`config.mk`:
```
export PLATFORM = sky130hd
export DESIGN_NAME = pccd_top
export DESIGN_NICKNAME = d
export VERILOG_FILES = /design/src/logic/pccd_pkg.sv /design/src/logic/pccd_chan_div.sv /design/src/logic/pccd_top.sv
export VERILOG_INCLUDE_DIRS = /design/src /design/src/logic
export SDC_FILE = /design/constraint.sdc
export NUM_CORES = 1
export LEC_CHECK = 0
export ABC_CLOCK_PERIOD_IN_PS = 2550
export CORE_UTILIZATION = 60
export CTS_BUF_LIST = sky130_fd_sc_hd__clkbuf_16
export DETAILED_ROUTE_END_ITERATION = 10
export DONT_BUFFER_PORTS = 1
export HOLD_SLACK_MARGIN = 0.1
export MAX_ROUTING_LAYER = met4
export PLACE_DENSITY = 0.79
export SYNTH_ARGS = -nofsm -noshare
export SYNTH_HDL_FRONTEND = slang
export SYNTH_SLANG_ARGS = --single-unit
export TNS_END_PERCENT = 5
```
`constraint.sdc`:
```
create_clock -name mclk -period 2.55 [get_ports mclk]
set_clock_uncertainty 0.05 [all_clocks]
set_input_delay 0.51 -clock mclk [delete_from_list [all_inputs] [get_ports mclk]]
set_output_delay 0.51 -clock mclk [all_outputs]
set_load 0.05 [all_outputs]
```
`src/logic/pccd_map.svh`:
```
`ifndef PCCD_MAP_SVH
`define PCCD_MAP_SVH

// register indices; the byte address on the bus is four times the index
`define PCCD_IDX_PH0 9'h190
`define PCCD_IDX_CTL0 9'h191
`define PCCD_IDX_RT0 9'h192
`define PCCD_IDX_PH1 9'h196
`define PCCD_IDX_CTL1 9'h197
`define PCCD_IDX_INSEL 9'h1E1
`define PCCD_IDX_STAT 9'h1E2

// reset values
`define PCCD_RST_PH0 8'h00
`define PCCD_RST_CTL0 8'h80
`define PCCD_RST_RT0 8'h00
`define PCCD_RST_PH1 8'h00
`define PCCD_RST_CTL1 8'h00
`define PCCD_RST_INSEL 2'h2

// phase length register fields
`define PCCD_LOW_HI 7
`define PCCD_LOW_LO 4
`define PCCD_HIGH_HI 3
`define PCCD_HIGH_LO 0

// control register fields
`define PCCD_CTL_BYPASS 7
`define PCCD_CTL_NOSYNC 6
`define PCCD_CTL_FORCE 5
`define PCCD_CTL_START 4
`define PCCD_PHASE_HI 3
`define PCCD_PHASE_LO 0

// routing register fields
`define PCCD_RT_DIRECT 1
`define PCCD_RT_DUTY_CORRECTION_DISABLE 0

// input select encodings
`define PCCD_SEL_EXT 2'h0
`define PCCD_SEL_NONE 2'h1
`define PCCD_SEL_OSC 2'h2

`endif

```
`src/logic/pccd_pkg.sv`:
```
package pccd_pkg;

  // settings of one channel divider
  typedef struct packed {
    logic [3:0] lowCyc;
    logic [3:0] highCyc;
    logic bypass;
    logic nosync;
    logic forceHigh;
    logic startHigh;
    logic [3:0] phase;
  } pccd_cfg_t;

  // divider sequencing, gray along hold -> delay -> run
  typedef enum logic [1:0] {
    S_HOLD = 2'b00,
    S_DELAY = 2'b01,
    S_RUN = 2'b11
  } pccd_state_t;

endpackage

```
`src/logic/pccd_chan_div.sv`:
```
`timescale 1ns/1ps
module pccd_chan_div
  import pccd_pkg::*;
(
  input wire logic mclk, // system clock
  input wire logic rst_n, // async reset, active low
  input wire pccd_cfg_t cfg, // divider settings
  input wire logic tick, // one pulse per divider input clock rising edge
  input wire logic inLevel, // divider input clock level
  input wire logic syncActive, // chip-level sync asserted
  output logic divOut, // divider output level
  output logic running // divider is counting
);

  pccd_state_t state, next_state;
  logic [3:0] cnt, next_cnt;
  logic lvl, next_lvl;
  logic next_out;

  // length of the phase spent at the given level
  function automatic logic [3:0] phaseLen(input pccd_cfg_t c, input logic level);
    phaseLen = level ? c.highCyc : c.lowCyc;
  endfunction

  // divider sequencing
  always_comb begin
    next_state = state;
    next_cnt = cnt;
    next_lvl = lvl;
    next_out = divOut;
    if (cfg.bypass) begin
      next_state = S_HOLD;
      next_cnt = 4'h0;
      next_lvl = cfg.startHigh;
      next_out = inLevel;
    end else if (cfg.nosync && cfg.forceHigh) begin
      next_state = S_HOLD;
      next_cnt = 4'h0;
      next_lvl = cfg.startHigh;
      next_out = 1'b1;
    end else if (!cfg.nosync && syncActive) begin
      next_state = S_HOLD;
      next_cnt = 4'h0;
      next_lvl = cfg.startHigh;
      next_out = cfg.startHigh;
    end else begin
      unique case (state)
        S_HOLD: begin
          next_lvl = cfg.startHigh;
          next_out = cfg.startHigh;
          if (cfg.phase == 4'h0) begin
            next_state = S_RUN;
            next_cnt = phaseLen(cfg, cfg.startHigh);
          end else begin
            next_state = S_DELAY;
            next_cnt = cfg.phase - 4'h1;
          end
        end
        S_DELAY: begin
          next_out = lvl;
          if (tick) begin
            if (cnt == 4'h0) begin
              next_state = S_RUN;
              next_cnt = phaseLen(cfg, lvl);
            end else begin
              next_cnt = cnt - 4'h1;
            end
          end
        end
        S_RUN: begin
          next_out = lvl;
          if (tick) begin
            if (cnt == 4'h0) begin
              next_lvl = !lvl;
              next_cnt = phaseLen(cfg, !lvl);
            end else begin
              next_cnt = cnt - 4'h1;
            end
          end
        end
      endcase
    end
  end

  always_ff @(posedge mclk or negedge rst_n) begin
    if (!rst_n) begin
      state <= S_HOLD;
      cnt <= 4'h0;
      lvl <= 1'b0;
      divOut <= 1'b0;
    end else begin
      state <= next_state;
      cnt <= next_cnt;
      lvl <= next_lvl;
      divOut <= next_out;
    end
  end

  assign running = (state == S_RUN);

  // helper counters watched by the checks below
  logic [4:0] phaseTicks;
  logic [4:0] delayTicks;
  logic dirty;
  pccd_cfg_t cfgQ;
  always_ff @(posedge mclk or negedge rst_n) begin
    if (!rst_n) begin
      phaseTicks <= 5'h00;
      delayTicks <= 5'h00;
      dirty <= 1'b0;
      cfgQ <= '0;
    end else begin
      cfgQ <= cfg;
      if (state != S_RUN || lvl != next_lvl) begin
        phaseTicks <= 5'h00;
        dirty <= (cfg != cfgQ);
      end else begin
        phaseTicks <= phaseTicks + {4'h0, tick};
        dirty <= dirty | (cfg != cfgQ);
      end
      if (state != S_DELAY) begin
        delayTicks <= 5'h00;
      end else begin
        delayTicks <= delayTicks + {4'h0, tick};
      end
    end
  end
endmodule

```
`src/logic/pccd_top.sv`:
```
// Chosen here: the Wishbone slave port.
`timescale 1ns/1ps
// How it works
// - low phase lasts low-cycles field plus one input clock cycles
// - high phase lasts high-cycles field plus one input clock cycles
// - bypass bit stops counting and passes the input clock straight through
// - after reset divider 0 is bypassed and divider 1 divides
// - a divider follows chip sync unless its sync-ignore bit is set
// - with sync-ignore set, force bit drives a static level; software sets both
// - start-level bit picks the level the divided clock begins with
// - phase offset delays the divider start by that many input clocks
// - direct route sends oscillator or external clock to pair 0 outputs
// - duty correction is on while its disable bit is clear
`include "pccd_map.svh"
module pccd_top
  import pccd_pkg::*;
(
  input wire logic mclk, // 100 MHz system clock
  input wire logic rst_n, // async reset, active low
  input wire logic wb_cyc_i, // wishbone cycle
  input wire logic wb_stb_i, // wishbone strobe
  input wire logic wb_we_i, // wishbone write enable
  input wire logic [10:0] wb_adr_i, // wishbone byte address
  input wire logic [3:0] wb_sel_i, // wishbone byte lanes
  input wire logic [31:0] wb_dat_i, // wishbone write data
  output logic [31:0] wb_dat_o, // wishbone read data
  output logic wb_ack_o, // wishbone acknowledge
  input wire logic oscPin, // internal oscillator clock level
  input wire logic extPin, // external clock input level
  input wire logic syncPin_n, // chip-level sync, active low
  output logic pair0OutA, // first output of pair 0
  output logic pair0OutB, // second output of pair 0
  output logic pair1OutA, // first output of pair 1
  output logic pair1OutB, // second output of pair 1
  output logic dccEnable0 // duty correction enable to pair 0 driver
);

  // two-flop synchronisers for the three pins
  logic [2:0] pinRaw;
  logic [2:0] syncA;
  logic [2:0] syncB;
  assign pinRaw = {!syncPin_n, extPin, oscPin};
  genvar gi;
  generate
    for (gi = 0; gi < 3; gi++) begin : g_sync
      always_ff @(posedge mclk or negedge rst_n) begin
        if (!rst_n) begin
          syncA[gi] <= 1'b0;
          syncB[gi] <= 1'b0;
        end else begin
          syncA[gi] <= pinRaw[gi];
          syncB[gi] <= syncA[gi];
        end
      end
    end
  endgenerate

  logic oscLvl;
  logic extLvl;
  logic syncActive;
  assign oscLvl = syncB[0];
  assign extLvl = syncB[1];
  assign syncActive = syncB[2];

  // configuration registers
  logic [7:0] ph0, next_ph0;
  logic [7:0] ctl0, next_ctl0;
  logic [7:0] rt0, next_rt0;
  logic [7:0] ph1, next_ph1;
  logic [7:0] ctl1, next_ctl1;
  logic [1:0] insel, next_insel;
  logic [31:0] next_datO;
  logic next_ack;

  logic wbHit;
  logic wbWrite;
  logic [8:0] wbIdx;
  logic [7:0] wrByte;
  assign wbHit = wb_cyc_i && wb_stb_i && !wb_ack_o;
  assign wbWrite = wbHit && wb_we_i && wb_sel_i[0];
  assign wbIdx = wb_adr_i[10:2];
  assign wrByte = wb_dat_i[7:0];

  logic div0Out;
  logic div1Out;
  logic div0Run;
  logic div1Run;

  // register read decode; unmapped indices read as zero
  function automatic logic [7:0] readReg(input logic [8:0] idx);
    unique case (idx)
      `PCCD_IDX_PH0: readReg = ph0;
      `PCCD_IDX_CTL0: readReg = ctl0;
      `PCCD_IDX_RT0: readReg = {6'h00, rt0[`PCCD_RT_DIRECT:`PCCD_RT_DUTY_CORRECTION_DISABLE]};
      `PCCD_IDX_PH1: readReg = ph1;
      `PCCD_IDX_CTL1: readReg = ctl1;
      `PCCD_IDX_INSEL: readReg = {6'h00, insel};
      `PCCD_IDX_STAT: readReg = {4'h0, div1Run, div0Run, pair1OutA, pair0OutA};
      default: readReg = 8'h00;
    endcase
  endfunction

  // decode of a phase length byte and a control byte into divider settings
  function automatic pccd_cfg_t makeCfg(input logic [7:0] ph, input logic [7:0] ctl);
    makeCfg.lowCyc = ph[`PCCD_LOW_HI:`PCCD_LOW_LO];
    makeCfg.highCyc = ph[`PCCD_HIGH_HI:`PCCD_HIGH_LO];
    makeCfg.bypass = ctl[`PCCD_CTL_BYPASS];
    makeCfg.nosync = ctl[`PCCD_CTL_NOSYNC];
    makeCfg.forceHigh = ctl[`PCCD_CTL_FORCE];
    makeCfg.startHigh = ctl[`PCCD_CTL_START];
    makeCfg.phase = ctl[`PCCD_PHASE_HI:`PCCD_PHASE_LO];
  endfunction

  // register writes and bus answer
  always_comb begin
    next_ph0 = ph0;
    next_ctl0 = ctl0;
    next_rt0 = rt0;
    next_ph1 = ph1;
    next_ctl1 = ctl1;
    next_insel = insel;
    next_ack = wbHit;
    next_datO = 32'h0000_0000;
    if (wbHit && !wb_we_i) begin
      next_datO = {24'h00_0000, readReg(wbIdx)};
    end
    if (wbWrite) begin
      unique case (wbIdx)
        `PCCD_IDX_PH0: next_ph0 = wrByte;
        `PCCD_IDX_CTL0: next_ctl0 = wrByte;
        `PCCD_IDX_RT0: next_rt0 = {6'h00, wrByte[`PCCD_RT_DIRECT:`PCCD_RT_DUTY_CORRECTION_DISABLE]};
        `PCCD_IDX_PH1: next_ph1 = wrByte;
        `PCCD_IDX_CTL1: next_ctl1 = wrByte;
        `PCCD_IDX_INSEL: next_insel = wrByte[1:0];
        default: next_ack = wbHit;
      endcase
    end
  end

  always_ff @(posedge mclk or negedge rst_n) begin
    if (!rst_n) begin
      ph0 <= `PCCD_RST_PH0;
      ctl0 <= `PCCD_RST_CTL0;
      rt0 <= `PCCD_RST_RT0;
      ph1 <= `PCCD_RST_PH1;
      ctl1 <= `PCCD_RST_CTL1;
      insel <= `PCCD_RST_INSEL;
      wb_ack_o <= 1'b0;
      wb_dat_o <= 32'h0000_0000;
    end else begin
      ph0 <= next_ph0;
      ctl0 <= next_ctl0;
      rt0 <= next_rt0;
      ph1 <= next_ph1;
      ctl1 <= next_ctl1;
      insel <= next_insel;
      wb_ack_o <= next_ack;
      wb_dat_o <= next_datO;
    end
  end

  // divider input clock and its rising-edge tick
  logic inLevel;
  logic inPrev;
  logic next_inPrev;
  logic tick;
  assign inLevel = (insel == `PCCD_SEL_EXT) ? extLvl : oscLvl;
  assign tick = inLevel && !inPrev;

  always_comb begin
    next_inPrev = inLevel;
  end

  always_ff @(posedge mclk or negedge rst_n) begin
    if (!rst_n) begin
      inPrev <= 1'b0;
    end else begin
      inPrev <= next_inPrev;
    end
  end

  pccd_cfg_t cfg0;
  pccd_cfg_t cfg1;
  assign cfg0 = makeCfg(ph0, ctl0);
  assign cfg1 = makeCfg(ph1, ctl1);

  // channel divider feeding pair 0
  pccd_chan_div u_div0 (
    .mclk(mclk),
    .rst_n(rst_n),
    .cfg(cfg0),
    .tick(tick),
    .inLevel(inLevel),
    .syncActive(syncActive),
    .divOut(div0Out),
    .running(div0Run)
  );

  // channel divider feeding pair 1
  pccd_chan_div u_div1 (
    .mclk(mclk),
    .rst_n(rst_n),
    .cfg(cfg1),
    .tick(tick),
    .inLevel(inLevel),
    .syncActive(syncActive),
    .divOut(div1Out),
    .running(div1Run)
  );

  // output routing and duty correction control
  logic next_p0;
  logic next_p1;
  logic next_dcc;
  always_comb begin
    next_p0 = div0Out;
    if (rt0[`PCCD_RT_DIRECT]) begin
      if (insel == `PCCD_SEL_OSC) begin
        next_p0 = oscLvl;
      end else if (insel == `PCCD_SEL_EXT) begin
        next_p0 = extLvl;
      end
    end
    next_p1 = div1Out;
    next_dcc = !rt0[`PCCD_RT_DUTY_CORRECTION_DISABLE];
  end

  always_ff @(posedge mclk or negedge rst_n) begin
    if (!rst_n) begin
      pair0OutA <= 1'b0;
      pair0OutB <= 1'b0;
      pair1OutA <= 1'b0;
      pair1OutB <= 1'b0;
      dccEnable0 <= 1'b0;
    end else begin
      pair0OutA <= next_p0;
      pair0OutB <= next_p0;
      pair1OutA <= next_p1;
      pair1OutB <= next_p1;
      dccEnable0 <= next_dcc;
    end
  end
endmodule

```
==> results.txt, run 1 <==
WP data required: 2770 ps
Combinational Power Share: 8.7%
crit path capture type: register
switching share of power: 24.5%
r2r startpoint: insel[0]
Multi-input gate area: 0.00204 sq mm
Vias/cell: 6.27
synthesized flop and latch total: 71
die height: 84.1 microns
Rel. slew slack: 53.1%
WL met3: 521 microns
CTS tree: built
P_leak: 2.05 nW
max layer used: met4
wire per inst: 19.3 microns
M1 WL: 3950 microns
fillers: 479
worst skew pair latency: 330 ps
final WL: 9260 microns
first-pass GRT wire length: 15300 microns
Reg power frac: 40.6%
Core ar.: 0.00642 sq mm
setup bufs post-CTS: 0
Final nets: 460
Post-Syn Instances: 391
Yosys cell types: 55
Total Routing Usage GR: 29.2%
violated checks: DRC
largest fanout on the critical path: 15
Final Cycle Share: 84.6%
startpoint types: register
post-route ant nets: 0
post-route setup TNS: 0 ps
fin crit period: 2160 ps
actual transition at the worst max-transition pin: 701 ps
DRC viols: 10
DRT iter0 DRCs: 256
DP Wirelength: 6410 microns
Rows: 29
R2R Setup Slk: 390 ps
HP Start: extPin
Internal Power: 0.00219 W
crit path kind: register to register
Highest Clock Rate: 463 MHz
final setup vio count: 0
starting density of the core: 63.0%
largest net degree at the start of global routing: 72
Critical R2R Capture: u_div1.lvl
Clock Sinks: 71
EDFF count, synth: 0
initial antenna violation count: 0
hold violation count in the final report: 0
Worst path slowest cell: or4b_1
Crit path arrival time: 2380 ps
Worst Hold Endpoint: syncA[1]
HP Class: primary input to register
async set or reset register ratio after synthesis: 100%
Area Growth Syn to Fin: 9.55%
power per cell area: 654 mW/mm^2
fin util: 69.1%
cts bufs inserted: 9
fin worst setup slack: 392 ps
commonest non-fill, non-tap cell in the layout: dfrtp_1
n_diodes: 0
Clock Path Buffers: 2
Tot Pwr: 0.00290 W
sequential area share after synthesis: 43.9%
commonest non-fill, non-tap cells in the layout: 69 x dfrtp_1, 40 x mux2_2, 29 x mux2i_1
die area: 0.00708 sq mm
WL met2: 4640 microns
pre-CTS setup slack: 218 ps
clk slew on worst S/H paths: 60 ps
Slew Limit Fails: 0
Clk pwr share: 50.8%
Sw Pwr: 0.000712 W
PortBufs: 0
R2R cell count: 5
RSZ-0062 raised after global routing: no
Top Ports: 93
YS warnings: 0
vias in the first global route: 3033
Root Driver: clkbuf_16
synthesized area per cell: 10.4 sq um
outcome: finished with violations
register area: 0.00178 sq mm
Die X: 84.1 microns
via count: 3001
share of cells above drive strength 1: 18.2%
Max H-tree Level: 3
gp weighted congestion: 0.922
hold path depth: 0
TritonRoute pass-1 iters: 9
Top FF cell, synth: dfrtp_1
VDD IR max: 0.000454 V
Post-Syn Area: 0.00405 sq mm
GRT overflow: 0
cells along the critical path: or3b_2 -> a21o_1 -> or4b_1 -> a21oi_1 -> a211o_1
slowest stage delay, CP: 550 ps
max_cap viols: 0
-- worst max-delay path, delay by kind of cell, from the launching register on --
| family | cells | cell delay, ps |
|---|---|---|
| simple gates | 2 | 1010 |
| flops | 1 | 400 |
| compound gates | 3 | 630 |
-- how the worst max path moves through the flow --
stage | from | endpoint | depth (start not counted)
after floorplan | wb_adr_i[7] | ph1[0] | 5
after global routing | ctl0[0] | u_div0.cnt[0] | 7
after detailed placement | wb_adr_i[7] | ph0[1] | 6
after global placement | wb_adr_i[7] | ph0[3] | 6
after CTS | insel[0] | u_div1.lvl | 5
final | insel[0] | u_div1.lvl | 5
-- flip-flops by register name, indices dropped and copies added (netlist names), 2 cells and up --
signal	count
syncA	3
ph0	8
ctl0	8
wb_dat_o	8
rt0	2
insel	2
u_div0.state	2
ctl1	8
u_div1.state	2
u_div1.cnt	4
ph1	8
u_div0.cnt	4
-- metal layers --
layer / track usage (%) / vias to the layer above
met5: - / -
met1: 36.1 / 1497
met4: 10.7 / 0
met2: 48.4 / 116
met3: 5.01 / 14
li1: - / 1374
-- metrics by stage --
step	instances	cell area [sq um]	hold WS, ps
after floorplan	414	4140	164
after global placement	461	4050	166
after detailed placement	461	4050	166
after CTS	479	4440	147
after global routing	479	4440	142
final	479	4440	152
-- synthesized netlist by cell type (3+ instances only) --
cell type | count | share of area, %
mux2_2 | 40 | 11
nand2b_1 | 3 | 0.46
nor2_1 | 24 | 2.2
and3_1 | 4 | 0.62
nand2_1 | 26 | 2.4
ha_1 | 8 | 2.5
inv_1 | 16 | 1.5
nand3_1 | 4 | 0.49
a21o_1 | 3 | 0.56
buf_4 | 26 | 4.8
nor3b_1 | 4 | 0.74
clkbuf_1 | 9 | 0.83
o22ai_1 | 8 | 1.2
xor2_1 | 3 | 0.65
mux2i_1 | 29 | 7.2
a21oi_1 | 17 | 2.1
a22oi_1 | 4 | 0.74
or3_1 | 4 | 0.62
nor3_1 | 8 | 0.99
a31oi_1 | 4 | 0.62
o21ai_0 | 16 | 2.0
and2_1 | 4 | 0.62
a311oi_1 | 4 | 0.87
o211ai_1 | 3 | 0.56
a211oi_1 | 8 | 1.5
nor2b_1 | 7 | 1.1
dfrtp_1 | 69 | 43
-- power groups by stage --
stage          Clock [W]  Combinational [W]  Sequential (W)
6_report         0.00147           0.000252         0.00118
5_1_grt          0.00153           0.000274         0.00118
4_1_cts          0.00149           0.000252         0.00118
3_5_place_dp           0           0.000222         0.00120
3_3_place_gp           0           0.000217         0.00119
2_1_floorplan          0           0.000237         0.00118
-- kinds of logic (layout without fill, tap and decap cells) --
family / Yosys count / after routing / synth area share, %
flip-flops: 71 / 71 / 43.9
buffers and inverters: 55 / 43 / 7.76
XOR/XNOR: 3 / 3 / 0.649
adder cells (fa/ha/maj): 8 / 8 / 2.47
AO/OA/AOI/OAI: 81 / 81 / 13.1
AND/OR/NAND/NOR: 103 / 103 / 13.7
multiplexers: 69 / 69 / 18.3
other: 1 / 24 / 0.0926
-- cell type report --
cell class	instances	area share, %
sequential	71	40.1
timing repair buffer	11	2.37
tap	77	2.17
clock inverter	7	2.88
clock buffer	9	5.08
multi-input combinational	288	46.0
inverter	16	1.35
-- timing repair --
action                     CTS  global route
hold buffers                 2             0
resized for setup            0             0
setup endpoints to repair    0             0
hold endpoints to repair    71             0
Note: power is estimated with default switching activity, not from simulation.
==> run 2: changes to the inputs <==
--- a/config.mk
+++ b/config.mk
@@ -6,7 +6,7 @@
 export SDC_FILE = /design/constraint.sdc
 export NUM_CORES = 1
 export LEC_CHECK = 0
-export ABC_CLOCK_PERIOD_IN_PS = 2550
+export ABC_CLOCK_PERIOD_IN_PS = 2100
 export CORE_UTILIZATION = 60
 export CTS_BUF_LIST = sky130_fd_sc_hd__clkbuf_16
 export DETAILED_ROUTE_END_ITERATION = 10
==> constraint.sdc (replaced) <==
create_clock -name mclk -period 2.1 [get_ports mclk]
set_clock_uncertainty 0.05 [all_clocks]
set_input_delay 0.42 -clock mclk [delete_from_list [all_inputs] [get_ports mclk]]
set_output_delay 0.42 -clock mclk [all_outputs]
set_load 0.05 [all_outputs]
==> results.txt, run 2 (synthesized netlist as in run 1, its figures left out) <==
outcome: finished with violations (unchanged)
violated checks: DRC, hold timing (was DRC)
actual transition at the worst max-transition pin: 671 ps (was 701 ps)
CTS tree: built (unchanged)
PortBufs: 0 (unchanged)
Design Area, Final: 0.00454 sq mm (was 0.00444 sq mm)
Total Routing Usage GR: 29.9% (was 29.2%)
Core ar.: 0.00642 sq mm (unchanged)
via count: 3085 (was 3001)
Clock Sinks: 71 (unchanged)
largest fanout on the critical path: 7 (was 15)
Area Growth Syn to Fin: 12.2% (was 9.55%)
fin crit period: 2030 ps (was 2160 ps)
cts bufs inserted: 9 (unchanged)
Root Driver: clkbuf_16 (unchanged)
post-route ant nets: 0 (unchanged)
Crit path arrival time: 2260 ps (was 2380 ps)
DP Wirelength: 6830 microns (was 6410 microns)
dpl cells: 477 (was 461)
Sw Pwr: 0.000855 W (was 0.000712 W)
slowest stage delay, CP: 510 ps (was 550 ps)
Reg power frac: 43.0% (was 40.6%)
Final nets: 477 (was 460)
power per cell area: 724 mW/mm^2 (was 654 mW/mm^2)
largest net degree at the start of global routing: 72 (unchanged)
DRT iter0 DRCs: 275 (was 256)
crit path capture type: register (unchanged)
final WL: 9460 microns (was 9260 microns)
switching share of power: 26.0% (was 24.5%)
Hold-fix buffers, CTS: 3 (was 2)
worst skew pair latency: 340 ps (was 330 ps)
Rel. slew slack: 54.1% (was 53.1%)
max_cap viols: 0 (unchanged)
RSZ-0062 raised after global routing: no (unchanged)
P_leak: 2.11 nW (was 2.05 nW)
Clock Path Buffers: 2 (unchanged)
WP data required: 2330 ps (was 2770 ps)
VDD IR max: 0.000439 V (was 0.000454 V)
Internal Power: 0.00244 W (was 0.00219 W)
share of cells above drive strength 1: 21.0% (was 18.2%)
Max H-tree Level: 3 (unchanged)
Highest Clock Rate: 492 MHz (was 463 MHz)
Top Ports: 93 (unchanged)
wire per inst: 19.1 microns (was 19.3 microns)
Clk pwr share: 47.5% (was 50.8%)
R2R Setup Slk: 70 ps (was 390 ps)
starting density of the core: 63.0% (unchanged)
r2r startpoint: insel[0] (unchanged)
fin util: 70.8% (was 69.1%)
vias in the first global route: 3105 (was 3033)
dpl cell area: 0.00420 sq mm (was 0.00405 sq mm)
Die X: 84.1 microns (unchanged)
n_diodes: 0 (unchanged)
DRC viols: 9 (was 10)
R2R cell count: 5 (unchanged)
Worst path slowest cell: or4b_1 (unchanged)
commonest non-fill, non-tap cells in the layout: 69 x dfrtp_1, 40 x mux2_2, 29 x mux2i_1 (unchanged)
commonest non-fill, non-tap cell in the layout: dfrtp_1 (unchanged)
first-pass GRT wire length: 15600 microns (was 15300 microns)
gp weighted congestion: 0.935 (was 0.922)
initial antenna violation count: 0 (unchanged)
clk slew on worst S/H paths: 60 ps (about the same)
final setup vio count: 0 (unchanged)
Critical R2R Capture: u_div1.lvl (unchanged)
HP Class: primary input to async pin (was primary input to register)
Combinational Power Share: 9.5% (was 8.7%)
fillers: 471 (was 479)
crit path from: insel[0] (unchanged)
die area: 0.00708 sq mm (unchanged)
cells along the critical path: or3b_2 -> a21o_1 -> or4b_1 -> a21oi_1 -> a211o_1 (unchanged)
Final Cycle Share: 96.8% (was 84.6%)
Slew Limit Fails: 0 (unchanged)
hold_ws: -277 ps (was 152 ps)
crit path kind: register to register (unchanged)
Post-Layout Cell Count: 496 (was 479)
Vias/cell: 6.22 (was 6.27)
CTS-repair resized insts: 0 (unchanged)
setup bufs post-CTS: 0 (unchanged)
die height: 84.1 microns (unchanged)
TritonRoute pass-1 iters: 9 (unchanged)
GRT overflow: 0 (unchanged)
Rows: 29 (unchanged)
startpoint types: register (unchanged)
hold violation count in the final report: 71 (was 0)
run 2: changes by cell type in the layout (fill, tap and decap cells not counted):
cell,before,now
dlygate4sd3_1,1,3
bufinv_16,3,1
buf_4,9,22
inv_8,1,2
buf_16,1,0
clkinvlp_4,0,1
buf_12,0,3
run 2: power by group through the flow:
| stage | combinational [W] | clock (W) | sequential (W) |
|---|---|---|---|
| floorplan | 0.000288 | 0 | 0.00144 |
| global route | 0.000338 | 0.00164 | 0.00142 |
| CTS | 0.000309 | 0.00159 | 0.00142 |
| global placement | 0.000294 | 0 | 0.00144 |
| finish | 0.000312 | 0.00156 | 0.00142 |
| detailed placement | 0.000302 | 0 | 0.00144 |
run 2: layout make-up:
class | instances | area (sq um) | share of cell area, %
Timing Repair Buffer | 28 | 255 | 5.62
Clock buffer | 9 | 225 | 4.96
Inverter | 16 | 60.1 | 1.32
Clock inverter | 7 | 86.3 | 1.90
Multi-Input combinational cell | 288 | 2040 | 44.9
Tap cell | 77 | 96.3 | 2.12
Sequential cell | 71 | 1780 | 39.2
run 2: how the worst max path moves through the flow:
stage	slack, ps	endpoint	cells past startpoint
after floorplan	-50	ph0[0]	7
after global placement	-60	ph0[3]	6
after detailed placement	-110	ph0[6]	6
after CTS	70	u_div1.lvl	5
after global routing	2	u_div1.lvl	5
final	70	u_div1.lvl	5
run 2: critical path: cells and delay by family, from the launching register on:
kind | cells | cell delay [ps]
and+or+nand+nor | 2 | 980
AOI/OAI and AO/OA | 3 | 540
DFF | 1 | 420
run 2: per-layer routing:
layer / vias up / share of wire (%) / track usage (%)
li1: 1415 / - / -
met1: 1524 / 41 / 36.1
met2: 123 / 50 / 48.3
met3: 23 / 6.7 / 8.36
met4: 0 / 2.1 / 10.3
met5: - / 0 / -
run 2: through the flow:
| stage | power, W | setup WS, ps | TNS, ps |
|---|---|---|---|
| after floorplan | 0.00172 | -50.5 | -404 |
| after global placement | 0.00173 | -55.0 | -427 |
| after detailed placement | 0.00174 | -105 | -764 |
| after CTS | 0.00332 | 71.6 | 0 |
| after global routing | 0.00340 | 1.55 | 0 |
| final | 0.00329 | 67.0 | 0 |
==> run 3: changes to the inputs <==
==> constraint.sdc (replaced) <==
create_clock -name mclk -period 2.1 [get_ports mclk]
set_clock_uncertainty 0.05 [all_clocks]
set_input_delay 0.42 -clock mclk [delete_from_list [all_inputs] [get_ports mclk]]
set_output_delay 0.42 -clock mclk [all_outputs]
set_load 0.005 [all_outputs]
==> results.txt, run 3 (synthesized netlist as in run 1, its figures left out) <==
first-pass GRT wire length: 15500 microns (was 15600 microns)
Vias/cell: 6.27 (was 6.22)
P_leak: 2.09 nW (was 2.11 nW)
Top Ports: 93 (unchanged)
commonest non-fill, non-tap cell in the layout: dfrtp_1 (unchanged)
cts bufs inserted: 9 (unchanged)
share of cells above drive strength 1: 21.1% (was 21.0%)
VDD IR max: 0.000509 V (was 0.000439 V)
Critical R2R Capture: u_div1.lvl (unchanged)
n_diodes: 0 (unchanged)
WP data required: 2320 ps (was 2330 ps)
largest net degree at the start of global routing: 72 (unchanged)
startpoint types: register (unchanged)
final WL: 9470 microns (was 9460 microns)
max_cap viols: 0 (unchanged)
actual transition at the worst max-transition pin: 620 ps (was 671 ps)
fin worst setup slack: 77.7 ps (was 67.0 ps)
Crit path arrival time: 2240 ps (was 2260 ps)
GRT overflow: 0 (unchanged)
largest fanout on the critical path: 5 (was 7)
Core ar.: 0.00642 sq mm (unchanged)
Tot Pwr: 0.00317 W (was 0.00329 W)
via count: 3098 (was 3085)
clk slew on worst S/H paths: 60 ps (about the same)
Die X: 84.1 microns (unchanged)
R2R cell count: 5 (unchanged)
Reg power frac: 44.8% (was 43.0%)
crit path kind: register to register (unchanged)
TritonRoute pass-1 iters: 8 (was 9)
fin crit period: 2020 ps (was 2030 ps)
gp weighted congestion: 0.957 (was 0.935)
Highest Clock Rate: 494 MHz (was 492 MHz)
Root Driver: clkbuf_16 (unchanged)
Area Growth Syn to Fin: 11.9% (was 12.2%)
violated checks: DRC, hold timing (unchanged)
outcome: finished with violations (unchanged)
Sw Pwr: 0.000752 W (was 0.000855 W)
post-route ant nets: 0 (unchanged)
Max H-tree Level: 3 (unchanged)
hold violation count in the final report: 71 (unchanged)
Clock Path Buffers: 2 (unchanged)
Design Area, Final: 0.00453 sq mm (was 0.00454 sq mm)
initial antenna violation count: 0 (unchanged)
Total Routing Usage GR: 29.8% (was 29.9%)
Rows: 29 (unchanged)
hold_ws: -276 ps (was -277 ps)
r2r startpoint: insel[0] (unchanged)
commonest non-fill, non-tap cells in the layout: 68 x dfrtp_1, 40 x mux2_2, 29 x mux2i_1 (was 69 x dfrtp_1, 40 x mux2_2, 29 x mux2i_1)
vias in the first global route: 3005 (was 3105)
DRT iter0 DRCs: 267 (was 275)
Slew Limit Fails: 0 (unchanged)
Internal Power: 0.00241 W (was 0.00244 W)
worst skew pair latency: 340 ps (about the same)
CTS tree: built (unchanged)
PortBufs: 0 (unchanged)
power per cell area: 699 mW/mm^2 (was 724 mW/mm^2)
final setup vio count: 0 (unchanged)
HP Class: primary input to async pin (unchanged)
DRC viols: 9 (unchanged)
Combinational Power Share: 6.8% (was 9.5%)
switching share of power: 23.8% (was 26.0%)
starting density of the core: 63.0% (unchanged)
R2R Setup Slk: 80 ps (was 70 ps)
die height: 84.1 microns (unchanged)
wire per inst: 19.2 microns (was 19.1 microns)
pre-CTS setup slack: -48.0 ps (was -105 ps)
Clock Sinks: 71 (unchanged)
crit path capture type: register (unchanged)
dpl cell area: 0.00418 sq mm (was 0.00420 sq mm)
die area: 0.00708 sq mm (unchanged)
Final nets: 475 (was 477)
post-route setup TNS: 0 ps (unchanged)
DP Wirelength: 6630 microns (was 6830 microns)
Clk pwr share: 48.4% (was 47.5%)
Rel. slew slack: 57.6% (was 54.1%)
Final Cycle Share: 96.3% (was 96.8%)
run 3: critical path: stages, from the launching register on:
cell and delay (ps):
dfrtp_2 430, or3b_2 470, a21o_4 250, or4b_1 480, a21oi_2 150, a211o_1 120
run 3: worst max path at each step:
| stage | startpoint | end | slack, ps |
|---|---|---|---|
| after floorplan | wb_adr_i[7] | ph0[0] | -50 |
| after global placement | wb_adr_i[7] | ph0[3] | -6 |
| after detailed placement | wb_adr_i[7] | ph0[7] | -50 |
| after CTS | insel[0] | u_div1.lvl | 30 |
| after global routing | insel[0] | u_div1.lvl | -1 |
| final | insel[0] | u_div1.lvl | 80 |
run 3: per-layer routing:
metal / global-route usage [%] / up-vias / share of wire (%)
li1: - / 1412 / -
met1: 37.5 / 1525 / 42
met2: 47.8 / 142 / 49
met3: 6.49 / 19 / 7.5
met4: 10.7 / 0 / 1.5
met5: - / - / 0
run 3: power groups by stage:
stage | clock (W) | combinational (W) | sequential [W]
finish | 0.00153 | 0.000215 | 0.00142
global route | 0.00160 | 0.000239 | 0.00142
CTS | 0.00154 | 0.000208 | 0.00142
detailed placement | 0 | 0.000204 | 0.00144
global placement | 0 | 0.000197 | 0.00144
floorplan | 0 | 0.000200 | 0.00143
run 3: repair_timing:
| item | in CTS | in global routing |
|---|---|---|
| setup endpoints to repair | 0 | 1 |
| endpoints found under the hold margin | 73 | 72 |
| gates resized for setup | 0 | 4 |
| hold buffers | 2 | 1 |
| buffers inserted | 0 | 1 |
run 3: layout make-up:
type	count	area, sq um
well taps	77	96.3
clock inverters	7	75.1
clock buffers	9	225
inverters	16	60.1
fillers	464	1890
repair buffers	26	240
multi-input cells	288	2050
flip-flops and latches	71	1780
run 3: per-stage QoR:
stage | util (%) | instances
2_1_floorplan | - | 414
3_3_place_gp | 65.1 | 474
3_5_place_dp | 65.1 | 474
4_1_cts | 70.1 | 492
5_1_grt | 70.5 | 494
6_report | 70.5 | 494
